===== src/include/cssr_pkg.sv =====
`default_nettype none
package cssr_pkg;

    // ------------------------------------------------------------------
    // enumerations
    // ------------------------------------------------------------------
    typedef enum logic [1:0] {
        SRC_LP_XTAL = 2'b00,
        SRC_FS_XTAL = 2'b01,
        SRC_RC = 2'b10,
        SRC_EXT = 2'b11
    } cssr_src_t;

    typedef enum logic [2:0] {
        ST_HOLD = 3'b000,
        ST_TIMEOUT = 3'b001,
        ST_RIPPLE = 3'b010,
        ST_RUN = 3'b011,
        ST_SLEEP = 3'b100
    } cssr_state_t;

    // ------------------------------------------------------------------
    // fuses: a stored one is unprogrammed, a zero programmed
    // ------------------------------------------------------------------
    localparam logic FUSE_PROGRAMMED = 1'h0;
    localparam logic [3:0] FUSE_SRC_DEFAULT = 4'h2;
    localparam logic [1:0] FUSE_SUT_DEFAULT = 2'h2;
    localparam logic FUSE_DIV8_DEFAULT = 1'h0;
    localparam logic [3:0] DIV8_LOG2 = 4'h3;
    localparam logic [3:0] DIV_LOG2_MAX = 4'h8;

    // ------------------------------------------------------------------
    // register map and fields
    // ------------------------------------------------------------------
    localparam logic [3:0] REG_SRC = 4'h0;
    localparam logic [3:0] REG_PRESCALE = 4'h1;
    localparam logic [3:0] REG_PLL = 4'h2;
    localparam logic [3:0] REG_SLEEP = 4'h3;
    localparam logic [3:0] REG_SLEEP_GO = 4'h4;
    localparam logic [3:0] REG_STATUS = 4'h5;
    localparam logic [3:0] REG_FUSES = 4'h6;
    localparam int SRC_EXT_EN_BIT = 2;
    localparam int PLL_EN_BIT = 0;
    localparam int PLL_DIV_LSB = 1;
    localparam int SLP_STOP_PERIPH_BIT = 0;
    localparam int SLP_STOP_USB_BIT = 1;
    localparam int SLP_OSC_OFF_BIT = 2;
    localparam logic RST_EXT_EN = 1'h1;
    localparam logic RST_PLL_EN = 1'h0;
    localparam logic [2:0] RST_PLL_DIV = 3'h0;
    localparam logic [2:0] RST_SLEEP_CFG = 3'h0;

    // ------------------------------------------------------------------
    // pins, sync order: osc pins by source code, then wdt, reset, wake
    // ------------------------------------------------------------------
    localparam int NUM_OSC_PINS = 5;
    localparam int PIN_WDT = 4;
    localparam int PIN_RST_SRC = 5;
    localparam int PIN_WAKE = 6;
    localparam int NUM_SYNC = 7;

    // ------------------------------------------------------------------
    // timing
    // ------------------------------------------------------------------
    localparam int CLK_PERIOD_PS = 8000;
    localparam int PLL_MULT = 6;
    localparam int PLL_OUT_MHZ = 48;
    localparam int PLL_IN_MHZ = PLL_OUT_MHZ / PLL_MULT;
    localparam int PLL_IN_PERIOD_PS = 1000000 / PLL_IN_MHZ;
    localparam logic [4:0] PLL_PER_LO = 5'(PLL_IN_PERIOD_PS / CLK_PERIOD_PS);
    localparam logic [4:0] PLL_PER_HI =
        5'((PLL_IN_PERIOD_PS + CLK_PERIOD_PS - 1) / CLK_PERIOD_PS);
    localparam logic [2:0] PLL_LOCK_TICKS = 3'h4;
    localparam logic [15:0] TOUT_SHORT = 16'h0200;
    localparam logic [15:0] TOUT_LONG = 16'h2000;
    localparam logic [15:0] RIP_6 = 16'h0006;
    localparam logic [15:0] RIP_258 = 16'h0102;
    localparam logic [15:0] RIP_1K = 16'h0400;
    localparam logic [15:0] RIP_16K = 16'h4000;
    localparam logic [15:0] RIP_32K = 16'h8000;
    localparam logic [15:0] RESET_EXTRA_CK = 16'h000E;

endpackage
`default_nettype wire


===== src/rtl/cssr_clock_control.sv =====
// Added by the designer: the plain strobed port and the register addresses.
`timescale 1ns/1ps
`default_nettype none
module cssr_clock_control #(
    parameter logic [3:0] SOURCE_SELECT_FUSES = cssr_pkg::FUSE_SRC_DEFAULT,
    parameter logic [1:0] STARTUP_LENGTH_FUSES = cssr_pkg::FUSE_SUT_DEFAULT,
    parameter logic DIVIDE_BY_EIGHT_FUSE = cssr_pkg::FUSE_DIV8_DEFAULT,
    parameter logic [15:0] TIMEOUT_SHORT_CYC = cssr_pkg::TOUT_SHORT,
    parameter logic [15:0] TIMEOUT_LONG_CYC = cssr_pkg::TOUT_LONG
) (
    input wire logic clk_sys,
    input wire logic rst,
    input wire logic [3:0] regAddr,
    input wire logic [7:0] regWrData,
    input wire logic regWr,
    input wire logic regRd,
    output logic [7:0] regRdData,
    input wire logic [cssr_pkg::NUM_OSC_PINS-1:0] oscPins,
    input wire logic resetSourcesPin,
    input wire logic asyncWakePin,
    output logic internalReset,
    output logic coreClkTick,
    output logic periphClkTick,
    output logic nvmClkTick,
    output logic usbClkEnable,
    output logic extClkEnable
);

    // ------------------------------------------------------------------
    // state
    // ------------------------------------------------------------------
    typedef struct packed {
        cssr_pkg::cssr_state_t state;
        logic [15:0] cnt;
        logic fromReset;
        cssr_pkg::cssr_src_t srcAct;
        cssr_pkg::cssr_src_t srcReq;
        logic [3:0] divAct;
        logic [3:0] divReq;
        logic extEn;
        logic pllEn;
        logic [2:0] pllDiv;
        logic [2:0] sleepCfg;
        logic [4:0] pllPer;
        logic [2:0] pllGood;
        logic pllLock;
        logic [7:0] rdData;
        logic coreTick;
        logic periphTick;
        logic nvmTick;
        logic usbEn;
        logic intRst;
    } cssr_ctl_t;

    // ------------------------------------------------------------------
    // fuse decoding
    // ------------------------------------------------------------------
    // reserved codes fall back to the rc oscillator, which always starts
    function automatic cssr_pkg::cssr_src_t srcOfFuse(input logic [3:0] f);
        if (f[3]) begin
            srcOfFuse = cssr_pkg::SRC_LP_XTAL;
        end else if (f[3:1] == 3'h3) begin
            srcOfFuse = cssr_pkg::SRC_FS_XTAL;
        end else if (f == 4'h0) begin
            srcOfFuse = cssr_pkg::SRC_EXT;
        end else begin
            srcOfFuse = cssr_pkg::SRC_RC;
        end
    endfunction

    function automatic logic [15:0] timeoutLen(input logic [3:0] f,
            input logic [1:0] s);
        logic [2:0] key;
        key = {f[0], s};
        if (srcOfFuse(f) == cssr_pkg::SRC_RC
                || srcOfFuse(f) == cssr_pkg::SRC_EXT) begin
            case (s)
                2'h0: timeoutLen = 16'h0000;
                2'h1: timeoutLen = TIMEOUT_SHORT_CYC;
                default: timeoutLen = TIMEOUT_LONG_CYC;
            endcase
        end else begin
            case (key)
                3'h2, 3'h5: timeoutLen = 16'h0000;
                3'h0, 3'h3, 3'h6: timeoutLen = TIMEOUT_SHORT_CYC;
                default: timeoutLen = TIMEOUT_LONG_CYC;
            endcase
        end
    endfunction

    function automatic logic [15:0] rippleLen(input logic [3:0] f,
            input logic [1:0] s);
        logic [2:0] key;
        key = {f[0], s};
        if (srcOfFuse(f) == cssr_pkg::SRC_RC
                || srcOfFuse(f) == cssr_pkg::SRC_EXT) begin
            rippleLen = cssr_pkg::RIP_6;
        end else if (key < 3'h2) begin
            rippleLen = cssr_pkg::RIP_258;
        end else if (key < 3'h5) begin
            rippleLen = cssr_pkg::RIP_1K;
        end else if (f[3:1] == 3'h4) begin
            rippleLen = cssr_pkg::RIP_32K;
        end else begin
            rippleLen = cssr_pkg::RIP_16K;
        end
    endfunction

    // ------------------------------------------------------------------
    // constants fixed by the fuses
    // ------------------------------------------------------------------
    localparam cssr_pkg::cssr_src_t FUSE_SRC = srcOfFuse(SOURCE_SELECT_FUSES);
    localparam logic [15:0] FUSE_TOUT =
        timeoutLen(SOURCE_SELECT_FUSES, STARTUP_LENGTH_FUSES);
    localparam logic [15:0] FUSE_RIPPLE =
        rippleLen(SOURCE_SELECT_FUSES, STARTUP_LENGTH_FUSES);
    // a programmed (zero) fuse turns the divide-by-eight on
    localparam logic [3:0] FUSE_DIV =
        (DIVIDE_BY_EIGHT_FUSE == cssr_pkg::FUSE_PROGRAMMED)
        ? cssr_pkg::DIV8_LOG2 : 4'h0;

    localparam cssr_ctl_t CTL_RESET = '{
        state: cssr_pkg::ST_HOLD, cnt: 16'h0000, fromReset: 1'b1,
        srcAct: FUSE_SRC, srcReq: FUSE_SRC, divAct: FUSE_DIV,
        divReq: FUSE_DIV, extEn: cssr_pkg::RST_EXT_EN,
        pllEn: cssr_pkg::RST_PLL_EN, pllDiv: cssr_pkg::RST_PLL_DIV,
        sleepCfg: cssr_pkg::RST_SLEEP_CFG, pllPer: 5'h00,
        pllGood: 3'h0, pllLock: 1'b0, rdData: 8'h00, coreTick: 1'b0,
        periphTick: 1'b0, nvmTick: 1'b0, usbEn: 1'b0, intRst: 1'b1};

    initial begin
        if (TIMEOUT_SHORT_CYC == 16'h0000
                || TIMEOUT_LONG_CYC == 16'h0000) begin
            $error("cssr_clock_control: time-out lengths must be nonzero");
        end
    end

    cssr_ctl_t ctl_ff;
    cssr_ctl_t nxt_ctl;

    // ------------------------------------------------------------------
    // pin synchronisers and dividers
    // ------------------------------------------------------------------
    logic [cssr_pkg::NUM_SYNC-1:0] pinLevel;
    logic [cssr_pkg::NUM_SYNC-1:0] pinRise;
    logic oscStopped;
    logic srcTick;
    logic sysTick;
    logic pllInTick;
    logic switchPending;
    logic applySwitch;
    logic rstSrc;
    logic [15:0] rippleTarget;

    cssr_sync #(
        .WIDTH(cssr_pkg::NUM_SYNC)
    ) u_sync (
        .clk_sys(clk_sys),
        .rst(rst),
        .rawIn({asyncWakePin, resetSourcesPin, oscPins}),
        .level(pinLevel),
        .rise(pinRise)
    );

    assign rstSrc = pinLevel[cssr_pkg::PIN_RST_SRC];
    // oscillators stop only in the deep sleep that asks for it
    assign oscStopped = ctl_ff.state == cssr_pkg::ST_SLEEP
        && ctl_ff.sleepCfg[cssr_pkg::SLP_OSC_OFF_BIT];
    assign srcTick = pinRise[ctl_ff.srcAct] && !oscStopped;
    assign switchPending = ctl_ff.srcReq != ctl_ff.srcAct
        || ctl_ff.divReq != ctl_ff.divAct;
    // changes land on a divided period boundary, or at once while in internal reset, so no short pulse
    assign applySwitch = switchPending
        && (sysTick || ctl_ff.intRst);

    cssr_prescaler #(
        .CNT_W(8)
    ) u_sys_div (
        .clk_sys(clk_sys),
        .rst(rst),
        .restart(applySwitch),
        .inTick(srcTick),
        .log2Div(ctl_ff.divAct),
        .outTick(sysTick)
    );

    cssr_prescaler #(
        .CNT_W(8)
    ) u_pll_div (
        .clk_sys(clk_sys),
        .rst(rst),
        .restart(!ctl_ff.pllEn),
        .inTick(srcTick),
        .log2Div({1'b0, ctl_ff.pllDiv}),
        .outTick(pllInTick)
    );

    assign rippleTarget = FUSE_RIPPLE
        + (ctl_ff.fromReset ? cssr_pkg::RESET_EXTRA_CK : 16'h0000);

    // ------------------------------------------------------------------
    // next state
    // ------------------------------------------------------------------
    always_comb begin
        nxt_ctl = ctl_ff;
        // start-up sequence
        case (ctl_ff.state)
            cssr_pkg::ST_HOLD: begin
                nxt_ctl.cnt = 16'h0000;
                nxt_ctl.fromReset = 1'b1;
                if (!rstSrc) begin
                    nxt_ctl.state = (FUSE_TOUT == 16'h0000)
                        ? cssr_pkg::ST_RIPPLE
                        : cssr_pkg::ST_TIMEOUT;
                end
            end
            cssr_pkg::ST_TIMEOUT: begin
                if (pinRise[cssr_pkg::PIN_WDT]) begin
                    nxt_ctl.cnt = ctl_ff.cnt + 16'h0001;
                    if (ctl_ff.cnt + 16'h0001 == FUSE_TOUT) begin
                        nxt_ctl.cnt = 16'h0000;
                        nxt_ctl.state = cssr_pkg::ST_RIPPLE;
                    end
                end
            end
            cssr_pkg::ST_RIPPLE: begin
                if (srcTick) begin
                    nxt_ctl.cnt = ctl_ff.cnt + 16'h0001;
                    if (ctl_ff.cnt + 16'h0001 == rippleTarget) begin
                        nxt_ctl.cnt = 16'h0000;
                        nxt_ctl.state = cssr_pkg::ST_RUN;
                    end
                end
            end
            cssr_pkg::ST_RUN: begin
                if (regWr && regAddr == cssr_pkg::REG_SLEEP_GO) begin
                    nxt_ctl.state = cssr_pkg::ST_SLEEP;
                end
            end
            cssr_pkg::ST_SLEEP: begin
                // wake pin is seen even with every gated clock stopped
                if (pinRise[cssr_pkg::PIN_WAKE]) begin
                    nxt_ctl.fromReset = 1'b0;
                    nxt_ctl.cnt = 16'h0000;
                    nxt_ctl.state = ctl_ff.sleepCfg[cssr_pkg::SLP_OSC_OFF_BIT]
                        ? cssr_pkg::ST_RIPPLE
                        : cssr_pkg::ST_RUN;
                end
            end
            default: begin
                nxt_ctl.state = cssr_pkg::ST_HOLD;
            end
        endcase
        if (rstSrc) begin
            nxt_ctl.state = cssr_pkg::ST_HOLD;
        end
        nxt_ctl.intRst = nxt_ctl.state != cssr_pkg::ST_RUN
            && nxt_ctl.state != cssr_pkg::ST_SLEEP;

        // register writes
        if (regWr) begin
            case (regAddr)
                cssr_pkg::REG_SRC: begin
                    nxt_ctl.srcReq =
                        cssr_pkg::cssr_src_t'(regWrData[1:0]);
                    nxt_ctl.extEn = regWrData[cssr_pkg::SRC_EXT_EN_BIT];
                end
                cssr_pkg::REG_PRESCALE: begin
                    nxt_ctl.divReq = (regWrData[3:0] > cssr_pkg::DIV_LOG2_MAX)
                        ? cssr_pkg::DIV_LOG2_MAX : regWrData[3:0];
                end
                cssr_pkg::REG_PLL: begin
                    nxt_ctl.pllEn = regWrData[cssr_pkg::PLL_EN_BIT];
                    nxt_ctl.pllDiv =
                        regWrData[cssr_pkg::PLL_DIV_LSB +: 3];
                end
                cssr_pkg::REG_SLEEP: begin
                    nxt_ctl.sleepCfg = regWrData[2:0];
                end
                default: begin
                end
            endcase
        end
        if (applySwitch) begin
            nxt_ctl.srcAct = ctl_ff.srcReq;
            nxt_ctl.divAct = ctl_ff.divReq;
        end

        // pll lock: input period must sit at the 8 MHz figure
        if (!ctl_ff.pllEn) begin
            nxt_ctl.pllPer = 5'h00;
            nxt_ctl.pllGood = 3'h0;
            nxt_ctl.pllLock = 1'b0;
        end else if (pllInTick) begin
            nxt_ctl.pllPer = 5'h01;
            if (ctl_ff.pllPer >= cssr_pkg::PLL_PER_LO
                    && ctl_ff.pllPer <= cssr_pkg::PLL_PER_HI) begin
                if (ctl_ff.pllGood != cssr_pkg::PLL_LOCK_TICKS) begin
                    nxt_ctl.pllGood = ctl_ff.pllGood + 3'h1;
                end
            end else begin
                nxt_ctl.pllGood = 3'h0;
            end
            nxt_ctl.pllLock = nxt_ctl.pllGood == cssr_pkg::PLL_LOCK_TICKS;
        end else if (ctl_ff.pllPer != 5'h1F) begin
            nxt_ctl.pllPer = ctl_ff.pllPer + 5'h01;
        end

        // gated domain ticks
        nxt_ctl.coreTick = sysTick
            && ctl_ff.state == cssr_pkg::ST_RUN;
        nxt_ctl.nvmTick = nxt_ctl.coreTick;
        nxt_ctl.periphTick = sysTick && (ctl_ff.state == cssr_pkg::ST_RUN
            || (ctl_ff.state == cssr_pkg::ST_SLEEP
            && !ctl_ff.sleepCfg[cssr_pkg::SLP_STOP_PERIPH_BIT]));
        nxt_ctl.usbEn = ctl_ff.pllLock && !ctl_ff.intRst
            && !(ctl_ff.state == cssr_pkg::ST_SLEEP
            && ctl_ff.sleepCfg[cssr_pkg::SLP_STOP_USB_BIT]);

        // read data, one cycle after the strobe
        nxt_ctl.rdData = 8'h00;
        if (regRd) begin
            case (regAddr)
                cssr_pkg::REG_SRC:
                    nxt_ctl.rdData = {5'h00, ctl_ff.extEn, ctl_ff.srcReq};
                cssr_pkg::REG_PRESCALE:
                    nxt_ctl.rdData = {4'h0, ctl_ff.divReq};
                cssr_pkg::REG_PLL:
                    nxt_ctl.rdData = {4'h0, ctl_ff.pllDiv, ctl_ff.pllEn};
                cssr_pkg::REG_SLEEP:
                    nxt_ctl.rdData = {5'h00, ctl_ff.sleepCfg};
                cssr_pkg::REG_STATUS:
                    nxt_ctl.rdData = {ctl_ff.state, ctl_ff.pllLock,
                        switchPending, ctl_ff.srcAct, 1'b0};
                cssr_pkg::REG_FUSES:
                    nxt_ctl.rdData = {1'b0, DIVIDE_BY_EIGHT_FUSE,
                        STARTUP_LENGTH_FUSES, SOURCE_SELECT_FUSES};
                default:
                    nxt_ctl.rdData = 8'h00;
            endcase
        end
    end

    always_ff @(posedge clk_sys) begin
        if (rst) begin
            ctl_ff <= CTL_RESET;
        end else begin
            ctl_ff <= nxt_ctl;
        end
    end

    // ------------------------------------------------------------------
    // outputs
    // ------------------------------------------------------------------
    assign regRdData = ctl_ff.rdData;
    assign internalReset = ctl_ff.intRst;
    assign coreClkTick = ctl_ff.coreTick;
    assign periphClkTick = ctl_ff.periphTick;
    assign nvmClkTick = ctl_ff.nvmTick;
    assign usbClkEnable = ctl_ff.usbEn;
    // firmware may drop the external clock during usb suspend
    assign extClkEnable = ctl_ff.extEn && !oscStopped;

endmodule
`default_nettype wire


===== src/rtl/cssr_prescaler.sv =====
`timescale 1ns/1ps
`default_nettype none
module cssr_prescaler #(
    parameter int CNT_W = 8
) (
    input wire logic clk_sys,
    input wire logic rst,
    input wire logic restart,
    input wire logic inTick,
    input wire logic [3:0] log2Div,
    output logic outTick
);

    // ------------------------------------------------------------------
    // power-of-two divider of source edges
    // ------------------------------------------------------------------
    typedef struct packed {
        logic [CNT_W-1:0] cnt;
    } cssr_presc_t;

    cssr_presc_t pr_ff;
    cssr_presc_t nxt_pr;
    logic [CNT_W-1:0] mask;

    initial begin
        if (CNT_W < 8 || CNT_W > 15) begin
            $error("cssr_prescaler: CNT_W must be 8 to 15");
        end
    end

    function automatic logic [CNT_W-1:0] divMask(input logic [3:0] l2);
        logic [CNT_W:0] one;
        one = (CNT_W+1)'(1);
        divMask = CNT_W'((one << l2) - one);
    endfunction

    assign mask = divMask(log2Div);
    // pulse on the last source edge of each divided period
    assign outTick = inTick && ((pr_ff.cnt & mask) == mask);

    always_comb begin
        nxt_pr = pr_ff;
        if (restart) begin
            nxt_pr.cnt = '0;
        end else if (inTick) begin
            nxt_pr.cnt = pr_ff.cnt + CNT_W'(1);
        end
    end

    always_ff @(posedge clk_sys) begin
        if (rst) begin
            pr_ff <= '0;
        end else begin
            pr_ff <= nxt_pr;
        end
    end

endmodule
`default_nettype wire


===== src/rtl/cssr_sync.sv =====
`timescale 1ns/1ps
`default_nettype none
module cssr_sync #(
    parameter int WIDTH = 7
) (
    input wire logic clk_sys,
    input wire logic rst,
    input wire logic [WIDTH-1:0] rawIn,
    output logic [WIDTH-1:0] level,
    output logic [WIDTH-1:0] rise
);

    // ------------------------------------------------------------------
    // two-flop synchroniser, edge taken after the second flop only
    // ------------------------------------------------------------------
    typedef struct packed {
        logic [WIDTH-1:0] meta;
        logic [WIDTH-1:0] sync;
        logic [WIDTH-1:0] last;
    } cssr_sync_t;

    cssr_sync_t sy_ff;
    cssr_sync_t nxt_sy;

    initial begin
        if (WIDTH < 1) begin
            $error("cssr_sync: WIDTH must be at least 1");
        end
    end

    always_comb begin
        nxt_sy.meta = rawIn;
        nxt_sy.sync = sy_ff.meta;
        nxt_sy.last = sy_ff.sync;
    end

    always_ff @(posedge clk_sys) begin
        if (rst) begin
            sy_ff <= '0;
        end else begin
            sy_ff <= nxt_sy;
        end
    end

    assign level = sy_ff.sync;
    assign rise = sy_ff.sync & ~sy_ff.last;

endmodule
`default_nettype wire


===== config.mk =====
export PLATFORM = sky130hd
export DESIGN_NAME = cssr_clock_control
export DESIGN_NICKNAME = d
export VERILOG_FILES = /design/src/include/cssr_pkg.sv /design/src/rtl/cssr_clock_control.sv /design/src/rtl/cssr_prescaler.sv /design/src/rtl/cssr_sync.sv
export SDC_FILE = /design/constraint.sdc
export NUM_CORES = 1
export LEC_CHECK = 0
export ABC_AREA = 1
export BUFFER_PORTS_ARGS = -buffer_cell sky130_fd_sc_hd__buf_2
export CAP_MARGIN = 20
export CORE_MARGIN = 2
export CORE_UTILIZATION = 65
export DETAILED_ROUTE_END_ITERATION = 10
export GPL_ROUTABILITY_DRIVEN = 0
export PLACE_DENSITY = 0.85
export SETUP_SLACK_MARGIN = 0.02
export SKIP_CTS_REPAIR_TIMING = 1
export SLEW_MARGIN = 30
export SYNTH_ARGS = -nofsm -noshare
export SYNTH_HDL_FRONTEND = slang
export SYNTH_SLANG_ARGS = --single-unit
export TNS_END_PERCENT = 50

===== constraint.sdc =====
create_clock -name clk_sys -period 3.7 [get_ports clk_sys]
set_input_delay 0.74 -clock clk_sys [delete_from_list [all_inputs] [get_ports clk_sys]]
set_output_delay 0.74 -clock clk_sys [all_outputs]
set_load 0.02 [all_outputs]

==> Word level (Yosys, flattened, before mapping) <==
Cells that the tools add are included.
{ "op_classes": {"n_lt_le_gt_ge": 4, "bitwise": 6, "eq_ne": 24, "n_mux": 22, "addsub": 8, "n_shift": 2, "reduce_logical": 37} }
{ "ops": {"columns": ["operator", "count"], "rows": [
  ["2-to-1 mux 19 bit", 4],
  ["one-hot mux 16 bit (4 select lines)", 1],
  ["one-hot mux 8 bit (6 select lines)", 1],
  ["2-to-1 mux 20 bit", 1],
  ["2-to-1 mux 3 bit", 6],
  ["adder 16 x 1 -> 16 bit (second input constant)", 1],
  ["adder 8 x 1 -> 8 bit (second input constant)", 2],
  ["AND 8 bit", 2],
  ["equality test 16 x 14 -> 1 bit (second input constant)", 1],
  ["equality test 16 x 5 -> 1 bit", 1],
  ["equality test 8 bit", 2],
  ["subtractor 8 x 1 -> 8 bit (second input constant)", 2],
  ["logical AND 1 bit", 15],
  ["one-hot mux 3 bit (5 select lines)", 1],
  ["equality test 4 x 3 -> 1 bit (second input constant)", 3],
  ["AND reduction 2 bit", 5],
  ["equality test 4 x 2 -> 1 bit (second input constant)", 2],
  ["2-to-1 mux 4 bit", 2],
  ["left shift 1 x 3 -> 8 bit (first input constant)", 1],
  ["left shift 1 x 4 -> 8 bit (first input constant)", 1],
  ["AND 7 bit", 1],
  ["inverter 7 bit", 1],
  ["equality test 3 x 2 -> 1 bit (second input constant)", 2],
  ["equality test 3 bit (second input constant)", 2],
  ["29 further kinds", 43]
]} }
{ "totals": {"inputBits": 23, "out_inout_bits": 14, "ff_bits": 98, "wordCells": 128} }

==> Logic depth before layout (Yosys ltp) <==
Gate-level depths: netlist (run 1).
{ "depth": {"depth_word": 10, "mapped_depth": 15, "mapped_depth_nobuf": 15} }

==> Cells and area by module <==
From an unflattened synthesis (run 1), not the netlist that was laid out.
{ "unflattened": {"hier_cells": 747, "hier_area_um2": 5119.9} }
{ "by_module_without_submodules": {"columns": ["mod", "n_inst", "cells_per_inst", "seq_area_each_um2", "area_each_um2"], "rows": [
  ["cssr_clock_control", 1, 498, 1221.2, 3372.0],
  ["cssr_prescaler", 2, 85, 160.2, 534.3],
  ["cssr_sync", 1, 79, 420.4, 679.4]
]} }

==> Worst setup path after synthesis (run 1) <==
Ideal clock, no wire load.
{ "synth_timing": {"kind": "register to register", "start": "register ctl_ff[36] (netlist name)", "end": "register ctl_ff[34] (netlist name)", "period_less_slack_ps": 1874, "setup_time_ps": 135, "setup_slack_ps": 1826, "stages_incl_launch_ff": 15, "path_buffers": 1, "arrival_ps": 1740, "t_required_ps": 3565, "path_cell_list": "dfxtp_1 > nor2_2 > nand3_2 > ha_1 > inv_1 > a21oi_1 > o21bai_1 > a21oi_1 > nor2_1 > nand3_1 > nand2_1 > nand2_1 > buf_6 > nand2_1 > o211ai_2"} }
{ "synth_between": {"elab_chain_cells": 7, "elab_cells_between_ends": 9, "cone_classes": "1 x add/sub; 2 x eq/ne; 1 x shift; 1 x bitwise; 4 x reduce/logical"} }
{ "synth_lines": {"columns": ["element", "line_no", "source"], "rows": [
  ["start: declaration", "cssr_clock_control.sv:138", "cssr_ctl_t ctl_ff;"],
  ["start signal: assignment", "cssr_clock_control.sv:348", "ctl_ff <= nxt_ctl;"],
  ["left shift 1 x 4 -> 8 bit", "cssr_prescaler.sv:34", "divMask = CNT_W'((one << l2) - one);"],
  ["subtractor 8 x 1 -> 8 bit", "cssr_prescaler.sv:34", null],
  ["AND 8 bit", "cssr_prescaler.sv:39", "assign outTick = inTick && ((pr_ff.cnt & mask) == mask);"],
  ["equality test 8 bit", "cssr_prescaler.sv:39", null],
  ["logical AND 1 bit", "cssr_prescaler.sv:39", null],
  ["logical OR 1 bit", "cssr_clock_control.sv:174", "&& (sysTick || ctl_ff.intRst);"],
  ["logical AND 1 bit *", "cssr_clock_control.sv:174", null]
]} }
Every way passes the cells marked *; elsewhere a longest branch is shown, timed or not.
A chain may end at the register's enable or synchronous reset.

==> Worst setup path after layout (run 1) <==
{ "layout_timing": {"start": "register ctl_ff[34] (netlist name)", "end": "register u_sys_div.pr_ff[2] (netlist name)"} }
{ "layout_between": {"elab_chain_cells": 8, "elab_cells_between_ends": 10, "cone_classes": "1 x add/sub; 2 x eq/ne; 1 x shift; 1 x bitwise; 5 x reduce/logical"} }
{ "layout_lines": {"columns": ["element", "line_no", "source"], "rows": [
  ["left shift 1 x 4 -> 8 bit", "cssr_prescaler.sv:34", null],
  ["subtractor 8 x 1 -> 8 bit", "cssr_prescaler.sv:34", null],
  ["AND 8 bit", "cssr_prescaler.sv:39", null],
  ["equality test 8 bit", "cssr_prescaler.sv:39", null],
  ["logical AND 1 bit", "cssr_prescaler.sv:39", null],
  ["logical OR 1 bit", "cssr_clock_control.sv:174", null],
  ["logical AND 1 bit *", "cssr_clock_control.sv:174", null],
  ["OR reduction 2 bit (no source line) *", null, null],
  ["end signal: assignment", "cssr_prescaler.sv:54", "pr_ff <= nxt_pr;"],
  ["end: declaration", "cssr_prescaler.sv:21", "cssr_presc_t pr_ff;"]
]} }
Marked as above.

==> impl_metrics.tcl, run 1 <==
set metrics [dict create \
    syn_area_mm2 0.004980 \
    dpl.hpwl_um 8423 \
    maxCapViolations 0 \
    drive_gt1_frac 0.1119 \
    io_buffers 32 \
    synth_adder_area_share 0.03015 \
    power_density_mw_per_mm2 399.9 \
    h-tree-depth 3 \
    n_fill_cell 588 \
    core-area_mm2 0.007331 \
    post-route-period-util 0.6844 \
    nets 781 \
    overflow 0 \
    rsz0062_at_grt "false" \
    finalPower_mw 2.139 \
    ctsRootBufferMaster "clkbuf_8" \
    antenna_cells 0 \
    synthFlopType "dfxtp_1" \
    die_x_um 91.53 \
    critical_path.max_stage_delay_ps 450 \
    drc 0 \
    rows 31 \
    dpl-instance-area_mm2 0.005160 \
    ios 37 \
    synth-xor-area-share 0.02111 \
    syn_inst 722 \
    slew_viol_final 0 \
    synth_edf_count 0 \
    ir_drop_v 0.0003183 \
    timing_hold_violations_final 0 \
    clk_pin_slew_ps 100 \
    wirelength_um 11630 \
    fin_crit_ps 2532 \
    syn_area_per_cell_um2 6.897 \
    crit_slowest_cell "dfxtp_1" \
    cts_buffer_depth 2 \
    numCtsBuffers 9 \
    cts_tree "yes" \
    synth_seq_cells 96 \
    tns_ps 0 \
    vias 4741 \
    muxShareOfSynthArea 0 \
    via_per_inst 5.578 \
    clkLatencyLatePin_ps 380 \
    leakagePower_nw 2.235 \
    initial_core_util 0.6793 \
    cpMostUsedCell "nand2_1" \
    ys_seq_area_frac 0.3859 \
    worstPathArrival_ps 2820 \
    critPathMaxFanout 11 \
    status "complete, no violations" \
    synth_top_family_by_area "simple AND/OR/NAND/NOR gates" \
    worstReg2RegStart "ctl_ff[34]" \
    crit_path_end_kind "register" \
    synth_compound_area_frac 0.1369 \
    crit_type "reg2reg" \
    relSlewSlack 0.4918 \
    fp.dieH_um 91.53 \
    setup_viol 0 \
    yosys_warnings 0 \
    path_cells "inv_1 -> nand3_2 -> ha_1 -> inv_1 -> a21oi_1 -> o21bai_1 -> a21oi_1 -> nor2_1 -> nand3_1 -> nand2_1 -> nand2_1 -> nand2_1 -> nor3_1" \
    clock_sinks 96 \
    grt_use_total 0.2877 \
    fin_worst_skew_ps 18.05 \
    min_from "u_sync.nxt_sy[11]" \
    antenna_found_initial 0 \
    fp.dieArea_mm2 0.008378 \
    final_common_cell "nand2_1" \
    syn_to_final_growth_pct 7.387 \
    fmax_mhz 394.9 \
    first_global_vias 4494 \
    wl_per_cell_um 13.68 \
    required_ps 3990 \
    hold_path.class "reg2reg" \
    tightest_slew_ps 762.2 \
    synth.net_count 757 \
    grt_max_degree 26 \
    drtIter0Drc 312 \
    ant_nets 0 \
    synthArstFlopShare 0 \
    cp-startpoint "ctl_ff[34]" \
    startpoint_type "register" \
    final_cell_mix "143 x nand2_1, 107 x inv_1, 96 x dfxtp_1" \
    ys_types 43 \
    grt_pass1_wl_um 19750 \
    stdcell_area_mm2 0.005348 \
    synth_simple_gate_area_share 0.3143 \
    firstDrtPassIters 4 \
]
==> through the flow <==
step,setup WS [ps],util,std cells,hold WS (ps)
final,1168,0.7295,850,405.4
after global routing,876.8,0.7295,850,417.2
after CTS,1184,0.7295,850,406.3
after detailed placement,1189,0.7039,834,392.0
after global placement,1342,0.7039,834,388.9
after floorplan,1826,-,722,388.3
==> synthesized netlist by cell type (3+ instances only) <==
| cell type | count | area (µm²) |
|---|---|---|
| a211oi_1 | 4 | 30.03 |
| o211ai_1 | 6 | 45.04 |
| nand2_2 | 7 | 43.79 |
| dfxtp_1 | 96 | 1922 |
| o21ai_0 | 29 | 145.1 |
| xor2_1 | 9 | 78.83 |
| inv_1 | 107 | 401.6 |
| nor2_2 | 6 | 37.54 |
| o21ai_1 | 3 | 15.01 |
| nand4_1 | 10 | 62.56 |
| nand3b_1 | 3 | 22.52 |
| nor3_1 | 24 | 120.1 |
| o22ai_1 | 6 | 37.54 |
| clkbuf_1 | 10 | 37.54 |
| ha_1 | 12 | 150.1 |
| buf_4 | 11 | 82.58 |
| nand3_1 | 59 | 295.3 |
| a21oi_1 | 42 | 210.2 |
| xnor2_1 | 3 | 26.28 |
| nor2_1 | 88 | 330.3 |
| a31oi_1 | 13 | 81.33 |
| nor2_4 | 4 | 45.04 |
| nand2_1 | 143 | 536.8 |
==> sequential cells by signal, summed over array words and instances (netlist names) <==
| signal | flops |
|---|---|
| ctl_ff | 49 |
| u_pll_div.pr_ff | 7 |
| u_sync.sy_ff | 6 |
| u_sync.level | 7 |
| regRdData | 8 |
| nvmClkTick | 1 |
| u_sys_div.pr_ff | 8 |
| internalReset | 1 |
| usbClkEnable | 1 |
| periphClkTick | 1 |
| u_sync.nxt_sy | 7 |
==> per-layer routing <==
layer	vias to the layer above	routed length (µm)	GRT usage
met2	197	5382	0.4810
met5	-	0	0
met3	37	759	0.04481
li1	2385	-	-
met1	2122	5074	0.3593
met4	0	411	0.1427
==> critical path, delay by kind of cell (launching register included) <==
family | cells | cell delay (ps)
and+or+nand+nor | 7 | 1130
AOI/OAI and AO/OA | 3 | 480
DFF | 1 | 450
adders and majority gates | 1 | 200
buffers and inverters | 2 | 190
==> power breakdown <==
| group | leakage [nW] | switching, mW | total, mW | internal (mW) |
|---|---|---|---|---|
| Sequential | 0.779 | 0.0374 | 1.11 | 1.07 |
| Combinational | 1.36 | 0.246 | 0.358 | 0.112 |
| Clock | 0.0952 | 0.402 | 0.675 | 0.273 |
==> kinds of logic (layout without fill, tap and decap cells) <==
family	Yosys count	count (layout)
compound gates	116	116
xor+xnor	12	12
fa+ha+maj	12	12
flops	96	96
simple gates	353	353
buf+inv	133	162
==> cell type report <==
class | count | area, µm² | area share
Multi-Input combinational cell | 493 | 2502 | 0.4679
Sequential cell | 96 | 1922 | 0.3594
Inverter | 109 | 414.1 | 0.07744
Timing Repair Buffer | 37 | 197.7 | 0.03697
Clock buffer | 10 | 137.6 | 0.02574
Tap cell | 99 | 123.9 | 0.02316
Clock inverter | 6 | 50.05 | 0.009359
==> worst paths after layout <==
| path | end | slack [ps] | cells past startpoint |
|---|---|---|---|
| max | u_sys_div.pr_ff[2] | 1170 | 13 |
| min | u_sync.level[4] | 410 | 2 |
| min reg2reg | u_sync.level[4] | 410 | 2 |
| max reg2reg | u_sys_div.pr_ff[2] | 1170 | 13 |
(Power assumes the default switching activity.)
==> run 2: changes to the inputs <==
--- a/config.mk
+++ b/config.mk
@@ -9,10 +9,10 @@
 export BUFFER_PORTS_ARGS = -buffer_cell sky130_fd_sc_hd__buf_2
 export CAP_MARGIN = 20
 export CORE_MARGIN = 2
-export CORE_UTILIZATION = 65
+export CORE_UTILIZATION = 60
 export DETAILED_ROUTE_END_ITERATION = 10
 export GPL_ROUTABILITY_DRIVEN = 0
-export PLACE_DENSITY = 0.85
+export PLACE_DENSITY = 0.8
 export SETUP_SLACK_MARGIN = 0.02
 export SKIP_CTS_REPAIR_TIMING = 1
 export SLEW_MARGIN = 30
==> constraint.sdc (replaced) <==
create_clock -name clk_sys -period 2.4 [get_ports clk_sys]
set_input_delay 0.48 -clock clk_sys [delete_from_list [all_inputs] [get_ports clk_sys]]
set_output_delay 0.48 -clock clk_sys [all_outputs]
set_load 0.02 [all_outputs]
==> run 2 against run 1 <==
Via count fell by 0.53%; sequential share of layout area down 0.35 points; fmax grew 17%; sequential cell count unchanged; sequential power up 54%; cell count up 1.4%; first-iteration DRC count down 17%.
==> impl_metrics.tcl, run 2 (synthesis results as in run 1) <==
set metrics [dict create \
    io_buffers 32 \
    grt_use_total 0.2649 \
    drc 0 \
    startpoint_type "register" \
    highest_layer "met4" \
    h-tree-depth 3 \
    relSlewSlack 0.7464 \
    post-route-period-util 0.8981 \
    top_register "ctl_ff" \
    n_fill_cell 694 \
    multiInputGateArea_mm2 0.002511 \
    placed_cells 846 \
    clock_sinks 96 \
    fmax_mhz 463.9 \
    wl_met3_um 674 \
    crit_type "reg2reg" \
    status "complete, no violations" \
    final_cell_count_no_fill 862 \
    crit_path_end_kind "register" \
    setup_viol 0 \
    fin_crit_ps 2155 \
    comb_power_share 0.178 \
    drive_gt1_frac 0.1229 \
    grt_max_degree 37 \
    wl_met1_um 5175 \
    fp.dieArea_mm2 0.009044 \
    core-area_mm2 0.008134 \
    nets 787 \
    fp.dieH_um 95.10 \
    met2RoutedLength_um 5250 \
    tightest_slew_ps 377.5 \
    firstDrtPassIters 5 \
    slew_viol_final 0 \
    seq_power_share 0.515 \
    power.internal_mw 2.250 \
    final_common_cell "nand2_1" \
    place_ws_ps 201.8 \
    dpl.hpwl_um 8447 \
    worstPathArrival_ps 2420 \
    hold_path.class "in2reg" \
    fin_worst_skew_ps 20.80 \
    first_global_vias 4297 \
    wirelength_um 11440 \
    ant_nets 0 \
    p_sw_frac 0.3231 \
    regArea_mm2 0.001924 \
    p_switching_mw 1.074 \
    via_per_inst 5.471 \
    antenna_cells 0 \
    initial_core_util 0.6122 \
    overflow 0 \
    die_x_um 95.10 \
    cts_tree "yes" \
    finalPower_mw 3.324 \
    rows 33 \
    final_util 0.6648 \
    final_cell_mix "143 x nand2_1, 107 x inv_1, 94 x dfxtp_1" \
    ios 37 \
    timing_hold_violations_final 0 \
    clkPwrFrac 0.307 \
    syn_to_final_growth_pct 8.593 \
    wl_per_cell_um 13.27 \
    grt_pass1_wl_um 19040 \
    clkLatencyLatePin_ps 370 \
    drtIter0Drc 259 \
    clk_pin_slew_ps 110 \
    maxCapViolations 0 \
    leakagePower_nw 2.268 \
    required_ps 2660 \
    fin_ws_ps 244.6 \
    cts_buffer_depth 2 \
    ctsRootBufferMaster "clkbuf_8" \
    numCtsBuffers 9 \
    power_density_mw_per_mm2 614.8 \
    antenna_found_initial 0 \
    critPathMaxFanout 8 \
    vias 4716 \
    largest_reg_flops 49 \
    ir_drop_v 0.0005154 \
]
## run 2: cell types whose count changed in the layout (fill, tap and decap cells not counted), sizes merged
| cell | change |
|---|---|
| buf | +6 |
| clkbuf | -1 |
| clkinv | +1 |
| clkinvlp | -1 |
| inv | +1 |
## run 2: worst paths after layout
kind	cells after the start	slack (ps)	from	end
worst min register to register	2	410	u_sync.nxt_sy[7]	u_sync.level[0]
worst min-delay path	3	300	oscPins[0]	u_sync.nxt_sy[7]
worst max register to register	14	240	ctl_ff[36]	ctl_ff[40]
worst max-delay path	14	240	ctl_ff[36]	ctl_ff[40]
## run 2: layout make-up
cell class / count / share of cell area
multi-input cells: 493 / 0.4644
flip-flops and latches: 96 / 0.3559
inverters: 109 / 0.07658
repair buffers: 43 / 0.04489
well taps: 105 / 0.02429
clock buffers: 9 / 0.02291
clock inverters: 7 / 0.01111
## run 2: critical path: stages, from the launching register on
cell      delay [ps]
dfxtp_1          380
nor2_4           220
nand3_2          110
ha_1             240
inv_1             70
a21oi_2           50
o21bai_1         140
a21oi_1           70
nor2_1           140
nand3_1           80
nand2_1           60
nand2_1          100
buf_4            200
o21ai_1          130
nor2_1            50
## run 2: through the flow
stage          TNS, ps  cell area, µm²  hold slack (ps)
3_5_place_dp         0            5213            394.9
3_3_place_gp         0            5213            388.9
6_report             0            5408            297.4
5_1_grt         -4.099            5408            288.8
2_1_floorplan        0            4980            388.3
4_1_cts              0            5396            292.6
## run 2: per-layer routing
layer | GRT usage | up-vias
met5 | 0 | -
met4 | 0.1171 | 0
met3 | 0.04743 | 26
met2 | 0.4219 | 150
met1 | 0.3516 | 2145
li1 | - | 2395
## run 2: power groups by stage
stage	clock [mW]	combinational, mW	sequential, mW
after floorplan	0	0.454	1.73
final	1.02	0.592	1.71
after detailed placement	0	0.570	1.74
after global placement	0	0.551	1.74
after CTS	1.03	0.576	1.70
after global routing	1.10	0.668	1.72
